[config.mk]
export PLATFORM = sky130hd
export DESIGN_NAME = slfc_core
export DESIGN_NICKNAME = d
export VERILOG_FILES = /design/src/rtl/slfc_core.v
export VERILOG_INCLUDE_DIRS = /design/src /design/src/rtl
export SDC_FILE = /design/constraint.sdc
export NUM_CORES = 1
export LEC_CHECK = 0
export BUFFER_PORTS_ARGS = -buffer_cell sky130_fd_sc_hd__buf_2
export CAP_MARGIN = 20
export CELL_PAD_IN_SITES_DETAIL_PLACEMENT = 1
export CELL_PAD_IN_SITES_GLOBAL_PLACEMENT = 1
export CORE_UTILIZATION = 48
export CTS_BUF_LIST = sky130_fd_sc_hd__clkbuf_4
export CTS_CLUSTER_SIZE = 40
export DETAILED_ROUTE_END_ITERATION = 8
export PLACE_DENSITY_LB_ADDON = 0.1
export REMOVE_ABC_BUFFERS = 1
export SYNTH_ARGS = -nofsm -noshare
export SYNTH_HDL_FRONTEND = slang
export SYNTH_SLANG_ARGS = --single-unit
[constraint.sdc]
create_clock -name mclk -period 14.95 [get_ports mclk]
set_input_delay 1.495 -clock mclk [delete_from_list [all_inputs] [get_ports mclk]]
set_output_delay 1.495 -clock mclk [all_outputs]
set_load 0.1 [all_outputs]
[src/rtl/slfc_regs.vh]
`ifndef SLFC_REGS_VH
`define SLFC_REGS_VH
// Operation
// - Latch data, blank, waveform, contrast at frame
// - Enable starts; clear stops at once
// - Waveform change applies at next frame; here at the next data latch, up to two frames away in low power
// - Flag set with data latch at frame
// - Flag cleared by vector or writing one
// - Request needs flag, enable, global enable
// - Low power: latch every second frame
// - Blank after frame: all pins ground
// - Unused bits read zero, ignore writes
// - Clock select: system or asynchronous source
// - Async source: crystal or external clock
// - Bias bit: third or half, static excepted
// - Duty field sets used commons
// - Mask field sets driven segment count
// - Masked segments stay port pins
// - Ripple prescaler then divide one to eight
// - Frame is K times N times D
// - Set bit drives segment opposite phase

// ==========================================
// Register offsets
`define SLFC_ADDR_CTRL_A 5'h00
`define SLFC_ADDR_CTRL_B 5'h01
`define SLFC_ADDR_FRAME 5'h02
`define SLFC_ADDR_CONTR 5'h03
`define SLFC_ADDR_MEM 5'h08
`define SLFC_ADDR_MEM_END 5'h1b

// ==========================================
// Field positions
`define SLFC_A_EN 7
`define SLFC_A_LP 6
`define SLFC_A_FLAG 4
`define SLFC_A_IE 3
`define SLFC_A_BL 0
`define SLFC_B_CS 7
`define SLFC_B_HB 6
`define SLFC_B_MUX 5:4
`define SLFC_B_PM 2:0
`define SLFC_F_PS 6:4
`define SLFC_F_CD 2:0
`define SLFC_C_DC 7:5
`define SLFC_C_CC 3:0

// ==========================================
// Writable masks and reset values
`define SLFC_MASK_A 8'hc9
`define SLFC_MASK_B 8'hf7
`define SLFC_MASK_F 8'h77
`define SLFC_MASK_C 8'hef
`define SLFC_RESET 8'h00

// ==========================================
// Duty codes and frame lengths
`define SLFC_DUTY_STATIC 2'h0
`define SLFC_DUTY_HALF 2'h1
`define SLFC_DUTY_THIRD 2'h2
`define SLFC_K8_LAST 3'h7
`define SLFC_K6_LAST 3'h5
`define SLFC_BIAS_STATIC 2'h0
`define SLFC_BIAS_THIRD 2'h1
`define SLFC_BIAS_HALF 2'h2
`endif

[src/rtl/slfc_core.v]
// Chosen here: the address map and the strobed register port.
`timescale 1ns/1ps
`include "slfc_regs.vh"
module slfc_core #(
   parameter MEM_BYTES = 20
) (
   // Clock and reset
   input wire mclk,
   input wire rst,
   // Register port
   input wire [4:0] reg_addr,
   input wire [7:0] reg_wdata,
   input wire reg_wr,
   input wire reg_rd,
   output reg [7:0] reg_rdata,
   // Clock sources
   input wire timer_osc_input_pin,
   input wire ext_clock_in,
   input wire external_clock_input_enable,
   // Processor interrupt
   input wire global_irq_enable,
   input wire irq_ack,
   output reg frame_irq,
   // Display pins
   output reg [3:0] common_pin_oe,
   output reg [3:0] common_pin_addr,
   output reg [24:0] segment_pin_oe,
   output reg [24:0] segment_pin_level,
   output reg drive_phase,
   output reg [1:0] bias_mode,
   output reg [3:0] contrast_level,
   output reg [2:0] drive_time_sel,
   output reg blank_active
);

   // ==========================================
   // Functions
   function [11:0] slfc_tap_mask;
      input [2:0] sel;
      begin
         case (sel)
            3'h0: slfc_tap_mask = 12'h00f;
            3'h1: slfc_tap_mask = 12'h03f;
            3'h2: slfc_tap_mask = 12'h07f;
            3'h3: slfc_tap_mask = 12'h0ff;
            3'h4: slfc_tap_mask = 12'h1ff;
            3'h5: slfc_tap_mask = 12'h3ff;
            3'h6: slfc_tap_mask = 12'h7ff;
            default: slfc_tap_mask = 12'hfff;
         endcase
      end
   endfunction

   function [4:0] slfc_seg_count;
      input [2:0] pm;
      begin
         case (pm)
            3'h0: slfc_seg_count = 5'h0d;
            3'h1: slfc_seg_count = 5'h0f;
            3'h2: slfc_seg_count = 5'h11;
            3'h3: slfc_seg_count = 5'h13;
            3'h4: slfc_seg_count = 5'h15;
            3'h5: slfc_seg_count = 5'h17;
            3'h6: slfc_seg_count = 5'h18;
            default: slfc_seg_count = 5'h19;
         endcase
      end
   endfunction

   // ==========================================
   // State
   reg [7:0] ctrl_a;
   reg [7:0] ctrl_b;
   reg [7:0] frame_rate_control;
   reg [7:0] contrast_drive_control;
   reg frame_start_flag;
   reg [7:0] display_memory_byte [0:MEM_BYTES-1];
   reg [7:0] mem_latched [0:MEM_BYTES-1];
   reg sync1, sync2, sync3;
   reg run;
   reg [11:0] ripple;
   reg [2:0] fine_cnt;
   reg [2:0] phase;
   reg parity;
   reg lp_act, blank_act;
   reg [3:0] cc_act;
   reg [2:0] dc_act;
   integer i, j, k;

   wire display_enable = ctrl_a[`SLFC_A_EN];
   wire low_power_wave_select = ctrl_a[`SLFC_A_LP];
   wire frame_irq_enable = ctrl_a[`SLFC_A_IE];
   wire blank_display = ctrl_a[`SLFC_A_BL];
   wire async_clock_select = ctrl_b[`SLFC_B_CS];
   wire half_bias_select = ctrl_b[`SLFC_B_HB];
   wire [1:0] duty_select = ctrl_b[`SLFC_B_MUX];
   wire [2:0] segment_pin_mask = ctrl_b[`SLFC_B_PM];
   wire [2:0] prescale_tap_select = frame_rate_control[`SLFC_F_PS];
   wire [2:0] fine_clock_divide = frame_rate_control[`SLFC_F_CD];

   // ==========================================
   // Clock source and prescaler
   // Async source pick
   wire async_src = external_clock_input_enable ? ext_clock_in :
                    timer_osc_input_pin;
   wire lcd_tick = async_clock_select ? (sync2 & ~sync3) : 1'b1;
   wire [11:0] tap = slfc_tap_mask(prescale_tap_select);
   wire tap_hit = lcd_tick && ((ripple & tap) == tap);
   wire ps_tick = tap_hit && (fine_cnt == fine_clock_divide);
   wire [2:0] k_last = (duty_select == `SLFC_DUTY_THIRD) ?
                       `SLFC_K6_LAST : `SLFC_K8_LAST;
   wire frame_start = display_enable &&
                      (!run || (ps_tick && phase == k_last));
   // Every second frame in low power
   wire latch_evt = frame_start && (!lp_act || !parity);

   // ==========================================
   // Register port decode
   wire mem_hit = (reg_addr >= `SLFC_ADDR_MEM) &&
                  (reg_addr <= `SLFC_ADDR_MEM_END);
   wire [4:0] mem_idx = reg_addr - `SLFC_ADDR_MEM;
   wire wr_a = reg_wr && reg_addr == `SLFC_ADDR_CTRL_A;
   wire flag_clr = (wr_a && reg_wdata[`SLFC_A_FLAG]) || irq_ack;

   reg [7:0] rd_value;
   always @* begin
      rd_value = 8'h00;
      case (reg_addr)
         `SLFC_ADDR_CTRL_A: rd_value = {ctrl_a[7:5], frame_start_flag,
                                        ctrl_a[3:0]};
         `SLFC_ADDR_CTRL_B: rd_value = ctrl_b;
         `SLFC_ADDR_FRAME: rd_value = frame_rate_control;
         `SLFC_ADDR_CONTR: rd_value = contrast_drive_control;
         default: begin
            if (mem_hit) begin
               rd_value = display_memory_byte[mem_idx];
            end
         end
      endcase
   end

   // ==========================================
   // Registers
   always @(posedge mclk or posedge rst) begin
      if (rst) begin
         ctrl_a <= `SLFC_RESET;
         ctrl_b <= `SLFC_RESET;
         frame_rate_control <= `SLFC_RESET;
         contrast_drive_control <= `SLFC_RESET;
         frame_start_flag <= 1'b0;
         reg_rdata <= 8'h00;
         for (i = 0; i < MEM_BYTES; i = i + 1) begin
            display_memory_byte[i] <= 8'h00;
         end
      end else begin
         reg_rdata <= reg_rd ? rd_value : 8'h00;
         if (wr_a) begin
            ctrl_a <= reg_wdata & `SLFC_MASK_A;
         end
         if (reg_wr && reg_addr == `SLFC_ADDR_CTRL_B) begin
            ctrl_b <= reg_wdata & `SLFC_MASK_B;
         end
         if (reg_wr && reg_addr == `SLFC_ADDR_FRAME) begin
            frame_rate_control <= reg_wdata & `SLFC_MASK_F;
         end
         if (reg_wr && reg_addr == `SLFC_ADDR_CONTR) begin
            contrast_drive_control <= reg_wdata & `SLFC_MASK_C;
         end
         if (reg_wr && mem_hit) begin
            display_memory_byte[mem_idx] <= reg_wdata;
         end
         if (latch_evt) begin
            frame_start_flag <= 1'b1;
         end else if (flag_clr) begin
            frame_start_flag <= 1'b0;
         end
      end
   end

   // ==========================================
   // Async clock synchroniser
   always @(posedge mclk or posedge rst) begin
      if (rst) begin
         sync1 <= 1'b0;
         sync2 <= 1'b0;
         sync3 <= 1'b0;
      end else begin
         sync1 <= async_src;
         sync2 <= sync1;
         sync3 <= sync2;
      end
   end

   // ==========================================
   // Frame engine
   always @(posedge mclk or posedge rst) begin
      if (rst) begin
         run <= 1'b0;
         ripple <= 12'h000;
         fine_cnt <= 3'h0;
         phase <= 3'h0;
         parity <= 1'b0;
         lp_act <= 1'b0;
         blank_act <= 1'b0;
         cc_act <= 4'h0;
         dc_act <= 3'h0;
         for (j = 0; j < MEM_BYTES; j = j + 1) begin
            mem_latched[j] <= 8'h00;
         end
      end else if (!display_enable) begin
         run <= 1'b0;
         ripple <= 12'h000;
         fine_cnt <= 3'h0;
         phase <= 3'h0;
         parity <= 1'b0;
      end else begin
         run <= 1'b1;
         if (lcd_tick) begin
            ripple <= ripple + 12'h001;
         end
         if (ps_tick) begin
            fine_cnt <= 3'h0;
         end else if (tap_hit) begin
            fine_cnt <= fine_cnt + 3'h1;
         end
         if (frame_start) begin
            phase <= 3'h0;
         end else if (ps_tick) begin
            phase <= phase + 3'h1;
         end
         if (frame_start) begin
            parity <= latch_evt;
         end
         if (latch_evt) begin
            lp_act <= low_power_wave_select;
            blank_act <= blank_display;
            cc_act <= contrast_drive_control[`SLFC_C_CC];
            dc_act <= contrast_drive_control[`SLFC_C_DC];
            for (j = 0; j < MEM_BYTES; j = j + 1) begin
               mem_latched[j] <= display_memory_byte[j];
            end
         end
      end
   end

   // ==========================================
   // Pin drive
   // Common slot per duty
   reg [1:0] com_idx;
   always @* begin
      case (duty_select)
         `SLFC_DUTY_STATIC: com_idx = 2'h0;
         `SLFC_DUTY_HALF: com_idx = {1'b0, phase[2]};
         default: com_idx = phase[2:1];
      endcase
   end

   wire [4:0] base = {3'h0, com_idx} * 5'h05;
   wire [24:0] seg_bits = {mem_latched[base + 5'h03][0],
                           mem_latched[base + 5'h02],
                           mem_latched[base + 5'h01],
                           mem_latched[base]};
   wire wave_ph = lp_act ? parity : phase[0];
   wire [4:0] seg_cnt = slfc_seg_count(segment_pin_mask);
   reg [24:0] seg_en;
   reg [3:0] com_en;
   always @* begin
      for (k = 0; k < 25; k = k + 1) begin
         seg_en[k] = (k < seg_cnt);
      end
      for (k = 0; k < 4; k = k + 1) begin
         com_en[k] = (k <= duty_select);
      end
   end

   always @(posedge mclk or posedge rst) begin
      if (rst) begin
         common_pin_oe <= 4'h0;
         common_pin_addr <= 4'h0;
         segment_pin_oe <= 25'h0000000;
         segment_pin_level <= 25'h0000000;
         drive_phase <= 1'b0;
         bias_mode <= `SLFC_BIAS_STATIC;
         contrast_level <= 4'h0;
         drive_time_sel <= 3'h0;
         blank_active <= 1'b0;
         frame_irq <= 1'b0;
      end else begin
         frame_irq <= frame_start_flag && frame_irq_enable &&
                      global_irq_enable;
         contrast_level <= cc_act;
         drive_time_sel <= dc_act;
         if (duty_select == `SLFC_DUTY_STATIC) begin
            bias_mode <= `SLFC_BIAS_STATIC;
         end else begin
            bias_mode <= half_bias_select ? `SLFC_BIAS_HALF :
                         `SLFC_BIAS_THIRD;
         end
         segment_pin_oe <= (display_enable && run) ? seg_en :
                           25'h0000000;
         common_pin_oe <= (display_enable && run) ? com_en : 4'h0;
         blank_active <= display_enable && run && blank_act;
         if (!display_enable || !run || blank_act) begin
            common_pin_addr <= 4'h0;
            drive_phase <= 1'b0;
            segment_pin_level <= 25'h0000000;
         end else begin
            common_pin_addr <= (4'h1 << com_idx) & com_en;
            drive_phase <= wave_ph;
            segment_pin_level <= (seg_bits ^ {25{wave_ph}}) & seg_en;
         end
      end
   end

endmodule // slfc_core

# --- Word-level counts from Yosys, hierarchy flattened ---
# Cells that the tools add are included.
op_classes:
  bitwise: 11
  n_mul: 1
  n_eq_ne: 24
  order_cmp: 36
  muxes: 48
  n_reduce_logical: 32
  addsub: 7
  shift: 1
ops:
  columns: ["cell", "n"]
  rows:
  - ["binary-select mux 8 bit (select 5 bit)", 5]
  - ["bitwise mux 160 bit", 1]
  - ["two-way mux 8 bit", 11]
  - ["case mux 12 bit (7 select lines)", 1]
  - ["two-way mux 25 bit", 2]
  - ["less-than comparator 5 bit (first input constant)", 9]
  - ["demux 8 bit (select 5 bit)", 1]
  - ["less-than comparator 4 x 5 -> 1 bit (first input constant)", 8]
  - ["case mux 5 bit (7 select lines)", 1]
  - ["case mux 8 bit (4 select lines)", 1]
  - ["greater-or-equal comparator 6 bit (second input constant)", 5]
  - ["NOT 5 -> 6 bit", 5]
  - ["AND 25 bit", 1]
  - ["bitwise XOR 25 bit", 1]
  - ["two-way mux 12 bit", 2]
  - ["less-than comparator 3 x 5 -> 1 bit (first input constant)", 4]
  - ["== test 3 bit (second input constant)", 6]
  - ["two-way mux 3 bit", 6]
  - ["logical AND 1 bit", 17]
  - ["adder 12 x 1 -> 12 bit (second input constant)", 1]
  - ["AND 12 bit", 1]
  - ["== test 12 bit", 1]
  - ["== test 3 x 2 -> 1 bit (second input constant)", 4]
  - ["two-way mux 1 bit", 11]
  - ["34 further kinds", 55]
totals:
  in_bits: 22
  wordCells: 228
  register_bits: 455
  out_inout_bits: 78

# --- Depth between registers and ports, before layout ---
depth:
  ltp_word: 12
  depth_mapped: 18
  ltp_nobuf: 10

# --- Worst setup path after synthesis ---
# No wires, ideal clock.
synth_path:
  path_kind: "register to register"
  start: "register ctrl_b[4]"
  end: "register segment_pin_level[19]"
  setup_time_ns: 0.125
  required_time_ns: 14.825
  period_less_slack_ns: 3.455
  setup_slack_ns: 11.495
  arrival_ns: 3.330
  stages_incl_launch_ff: 17
  cell_sequence: "dfrtp_1 -> buf_2 -> and3b_1 -> buf_6 -> nor2_8 -> buf_2 -> buf_2 -> buf_2 -> ha_1 -> clkbuf_1 -> buf_2 -> nor2b_1 -> nand4_1 -> o21ai_0 -> a2111oi_0 -> a22oi_1 -> mux2_2"
synth_via:
  elab_chain_len: 11
  elab_cells_between_ends: 12
synth_rtl:
  columns: ["item", "line_no", "rtl"]
  rows:
  - ["start, declared", "slfc_core.v:73", "reg [7:0] ctrl_b;"]
  - ["start signal, assigned", "slfc_core.v:147", "ctrl_b <= `SLFC_RESET;"]
  - ["start signal, assigned", "slfc_core.v:161", "ctrl_b <= reg_wdata & `SLFC_MASK_B;"]
  - ["== test 2 x 1 -> 1 bit / zero test 2 bit (equally long branches)", "slfc_core.v:251", "case (duty_select)"]
  - ["case mux 2 bit (2 select lines) (*)", "slfc_core.v:251", null]
  - ["multiplier 2 x 3 -> 5 bit (*)", "slfc_core.v:258", "wire [4:0] base = {3'h0, com_idx} * 5'h05;"]
  - ["adder 5 x 2 -> 5 bit (*)", "slfc_core.v:260", "mem_latched[base + 5'h02],"]
  - ["NOT 5 -> 6 bit (not written as such) (*)", "slfc_core.v:260", null]
  - ["binary-select mux 8 bit (select 5 bit) (*)", "slfc_core.v:260", null]
  - ["two-way mux 8 bit (not written as such) (*) (2 in series)", "slfc_core.v:260", null]
  - ["bitwise XOR 25 bit (*)", "slfc_core.v:310", "segment_pin_level <= (seg_bits ^ {25{wave_ph}}) & seg_en;"]
  - ["AND 25 bit (*)", "slfc_core.v:310", null]
  - ["two-way mux 25 bit (*)", "slfc_core.v:303", "if (!display_enable || !run || blank_act) begin"]
  - ["end signal, assigned", "slfc_core.v:310", null]
  - ["end, declared", "slfc_core.v:28", "output reg [24:0] segment_pin_level,"]
# Every way passes the cells marked *; elsewhere a longest branch is shown, timed or not. The select of a mux whose other input is x is not followed.
# A chain may end at the register's enable or synchronous reset.

# --- Worst setup path in the final report ---
layout_path:
  start: "register ctrl_b[5]"
  end: "register segment_pin_level[11]"
layout_via:
  elab_chain_len: 11
  elab_cells_between_ends: 12
layout_rtl:
  columns: ["item", "line_no", "rtl"]
  rows:
  - ["== test 2 x 1 -> 1 bit / zero test 2 bit (equally long branches)", "slfc_core.v:251", null]
  - ["case mux 2 bit (2 select lines) (*)", "slfc_core.v:251", null]
  - ["multiplier 2 x 3 -> 5 bit (*)", "slfc_core.v:258", null]
  - ["adder 5 x 1 -> 5 bit (*)", "slfc_core.v:261", "mem_latched[base + 5'h01],"]
  - ["NOT 5 -> 6 bit (not written as such) (*)", "slfc_core.v:261", null]
  - ["binary-select mux 8 bit (select 5 bit) (*)", "slfc_core.v:261", null]
  - ["two-way mux 8 bit (not written as such) (*) (2 in series)", "slfc_core.v:261", null]
  - ["bitwise XOR 25 bit (*)", "slfc_core.v:310", null]
  - ["AND 25 bit (*)", "slfc_core.v:310", null]
  - ["two-way mux 25 bit (*)", "slfc_core.v:303", null]
# Marked as above.

==> metrics.txt <==
R2R Setup Slk=approximately 9.5 ns; DRC=0; Worst Reg-to-Reg Cells=12; post-synthesis cell count=roughly 1800; CP required=15.69 ns; area of the multi-input gates=10530 um2; Clock Path Buffers=3; final RePlAce weighted congestion=approximately 0.99; Synth Cell Area=22660 um2; via count=15872; Slew Limit Fails=0; Area Overhead vs Synth=9.935%; Worst Max-Slew Pin Slew=roughly 1.1 ns; Synth area leaders=dfrtp_1 50%, mux2_2 13%, mux4_2 6.7%, mux2_4 6.3%, mux2i_1 2.7%; total of max-cap violations=0; fin crit share=36.39%; Hold Path Depth=0; post-CTS setup buffers=0; initial antenna violation count=5; 1st-iter DRT viols=1185; clock slew at reported path FFs=~0.060 ns; Placed Area=around 23000 um2; CTS tree=built; top-count cell post-synth=dfrtp_1; fin util=~54%; Hold WS=0.3440 ns; Post-synth EDFFs=0; largest net degree at the start of global routing=170; share of the synthesized area in the top cell type=about half; Netlist cell types=78; CP Capture Type=flip-flop; Hold Path Class=flip-flop to flip-flop; power per cell area=between 150 and 200 nW/um2; Die ar.=approximately 48000 um2; post-DR vias/cell=between 6 and 7; share of layout cells above drive strength 1=between 30% and 40%; Yosys reg bits=approximately 450; leakage=between 10 and 15 nW; Placed Instances=between 2000 and 2500; most common library cells after synthesis=454 x dfrtp_1, 254 x mux2_2, 148 x nand2_1, 95 x mux2_4, 67 x mux4_2; Chip Height=219.3 um; WL/cell=between 20 and 30 um; GRT Resource Usage Total=roughly a third; vias in the first global route=roughly 17000; Top FF cell, synth=dfrtp_1; register area share after synthesis=about half; row cnt=79; biggest area consumer among synthesized cells=dfrtp_1; Reg2Reg Launch Point=ctrl_b[5]$_DFFE_PP0P_; TNS Setup=0 ns; Top-Level Pins=100; CP Max Fanout=a little over 60; CTS HTree Levels=3; initial core utilization=between 40% and 50%; VDD IR max=0.1087 mV; skew final=roughly 0.074 ns; total power=approximately 4 mW; dpl hpwl=~53000 um; fmax=roughly 180 MHz; Routed Antenna Nets=0; Clock Sinks=about 450; sequential cell area=11360 um2; RSZ-0062 raised after global routing=false; # nets final=1910; Hold Path End=sync2$_DFF_PP0_; PnR worst setup slack=between 9 and 10 ns; hold_buf cts=0; FILL cells=between 4000 and 5000; CTS Buf Count=roughly 120; total grt overflow=0; final wirelength=around 76000 um; root buffer cell=clkbuf_4; minimum clock period=between 5 and 6 ns; final instance area=~25000 um2; drt pass-1 iters=5; first-pass GRT wire length=113000 um; Setup violations, final=0; status=finished, final reports clean; fin cells=approximately 2600; Worst EP arrival=6.18 ns; Final Hold Violating Endpoints=0; worst skew pair latency=0.94 ns; asr flop ratio synth=between 90% and 100%; CP Class=flip-flop to flip-flop; post-CTS sizing=0; PortBufs=99; DIE WIDTH=roughly 220 um; core area=46560 um2; Ys Warns=0; CP startpoint kind=flip-flop; Worst Hold Launch=sync1$_DFF_PP0_; Avg Cell Area, Syn=12.93 um2; pre-CTS setup slack=~9.7 ns; worst r2r dst=segment_pin_level[11]$_DFF_PP0_; Max-slew headroom=about 30%
## logic make-up after synthesis
group                    count (synthesis)  synth area share, %
AO/OA/AOI/OAI                          232                7.306
multiplexers                           491                29.04
flip-flops                             454                50.14
AND/OR/NAND/NOR                        383                8.284
adder cells (fa/ha/maj)                 16               0.8836
XOR/XNOR                                24               0.9278
buffers and inverters                  152                3.413
## worst max-delay path, stage by stage (launching register included)
cell	delay (ns)
dfrtp_1	0.89
and3b_1	0.39
nor2_8	0.12
buf_4	0.54
inv_4	0.47
ha_1	0.45
buf_4	0.29
nor2_1	0.55
nand2_1	0.47
o221ai_1	0.31
o22ai_1	0.14
a31oi_1	0.23
mux2i_1	0.38
## sequential cells by signal, indices dropped and copies added (netlist names), 4 cells and up
signal	cells
frame_rate_control	6
reg_rdata	8
segment_pin_oe	24
contrast_drive_control	7
segment_pin_level	25
common_pin_oe	4
ctrl_a	4
ripple	12
common_pin_addr	4
display_memory_byte	160
contrast_level	4
mem_latched	160
ctrl_b	7
cc_act	4
## metal layers
metal | global-route usage, % | share of wire [%] | vias up | wire length [um]
li1 | - | - | 6783 | -
met1 | 44.61 | 43 | 8348 | 32710
met2 | 50.46 | 46 | 603 | 35140
met3 | 7.983 | 7.0 | 134 | 5327
met4 | 13.22 | 3.7 | 4 | 2830
met5 | 0 | 0.036 | - | 27
## worst max-delay path by stage
stage / startpoint / to / slack, ns / depth (start not counted)
after floorplan: rst / bias_mode[0]$_DFF_PP0_ / 0.80 / 1
after global placement: ctrl_b[5]$_DFFE_PP0P_ / segment_pin_level[15]$_DFF_PP0_ / 9.73 / 12
after detailed placement: ctrl_b[5]$_DFFE_PP0P_ / segment_pin_level[15]$_DFF_PP0_ / 9.68 / 12
after CTS: ctrl_b[5]$_DFFE_PP0P_ / segment_pin_level[11]$_DFF_PP0_ / 9.68 / 12
after global routing: ctrl_b[5]$_DFFE_PP0P_ / segment_pin_level[15]$_DFF_PP0_ / 9.30 / 12
final: ctrl_b[5]$_DFFE_PP0P_ / segment_pin_level[11]$_DFF_PP0_ / 9.51 / 12
## final cells by class
cell class	instances	area share, %
clock inverter	28	0.8741
inverter	30	0.4923
timing repair buffer	123	2.823
sequential	454	45.62
clock buffer	160	4.822
multi-input combinational	1146	42.26
antenna	6	0.06028
tap	607	3.049
## cells in the final DEF, fill, tap and decap left out, types with 5 or more instances in the layout
master / n
a211o_1: 6
nand2b_1: 6
nor3_1: 33
nand3_1: 33
a31oi_1: 23
o21ai_0: 33
mux2_1: 14
nand4_1: 5
nand2_1: 148
o31ai_1: 5
and3_1: 44
clkinv_1: 18
xnor2_1: 13
ha_1: 16
dfrtp_1: 453
inv_1: 27
o22ai_1: 17
and2_1: 14
a211oi_1: 20
nor2_1: 56
mux4_2: 67
nor2b_1: 16
o221ai_1: 11
clkbuf_4: 160
a2111oi_0: 7
mux2_4: 95
mux2_2: 254
buf_4: 23
mux2i_1: 60
xor2_1: 11
a221oi_1: 19
a22oi_1: 8
buf_2: 98
nand3b_1: 5
diode_2: 6
a21oi_1: 36
## power breakdown
group | switching [mW] | internal [mW] | leakage (nW) | total (mW)
sequential | 0.395 | 1.55 | 6.02 | 1.94
clock | 0.505 | 0.554 | 0.841 | 1.06
combinational | 0.579 | 0.539 | 4.97 | 1.12
total | 1.48 | 2.64 | 11.8 | 4.12
(Power assumes the default switching activity.)
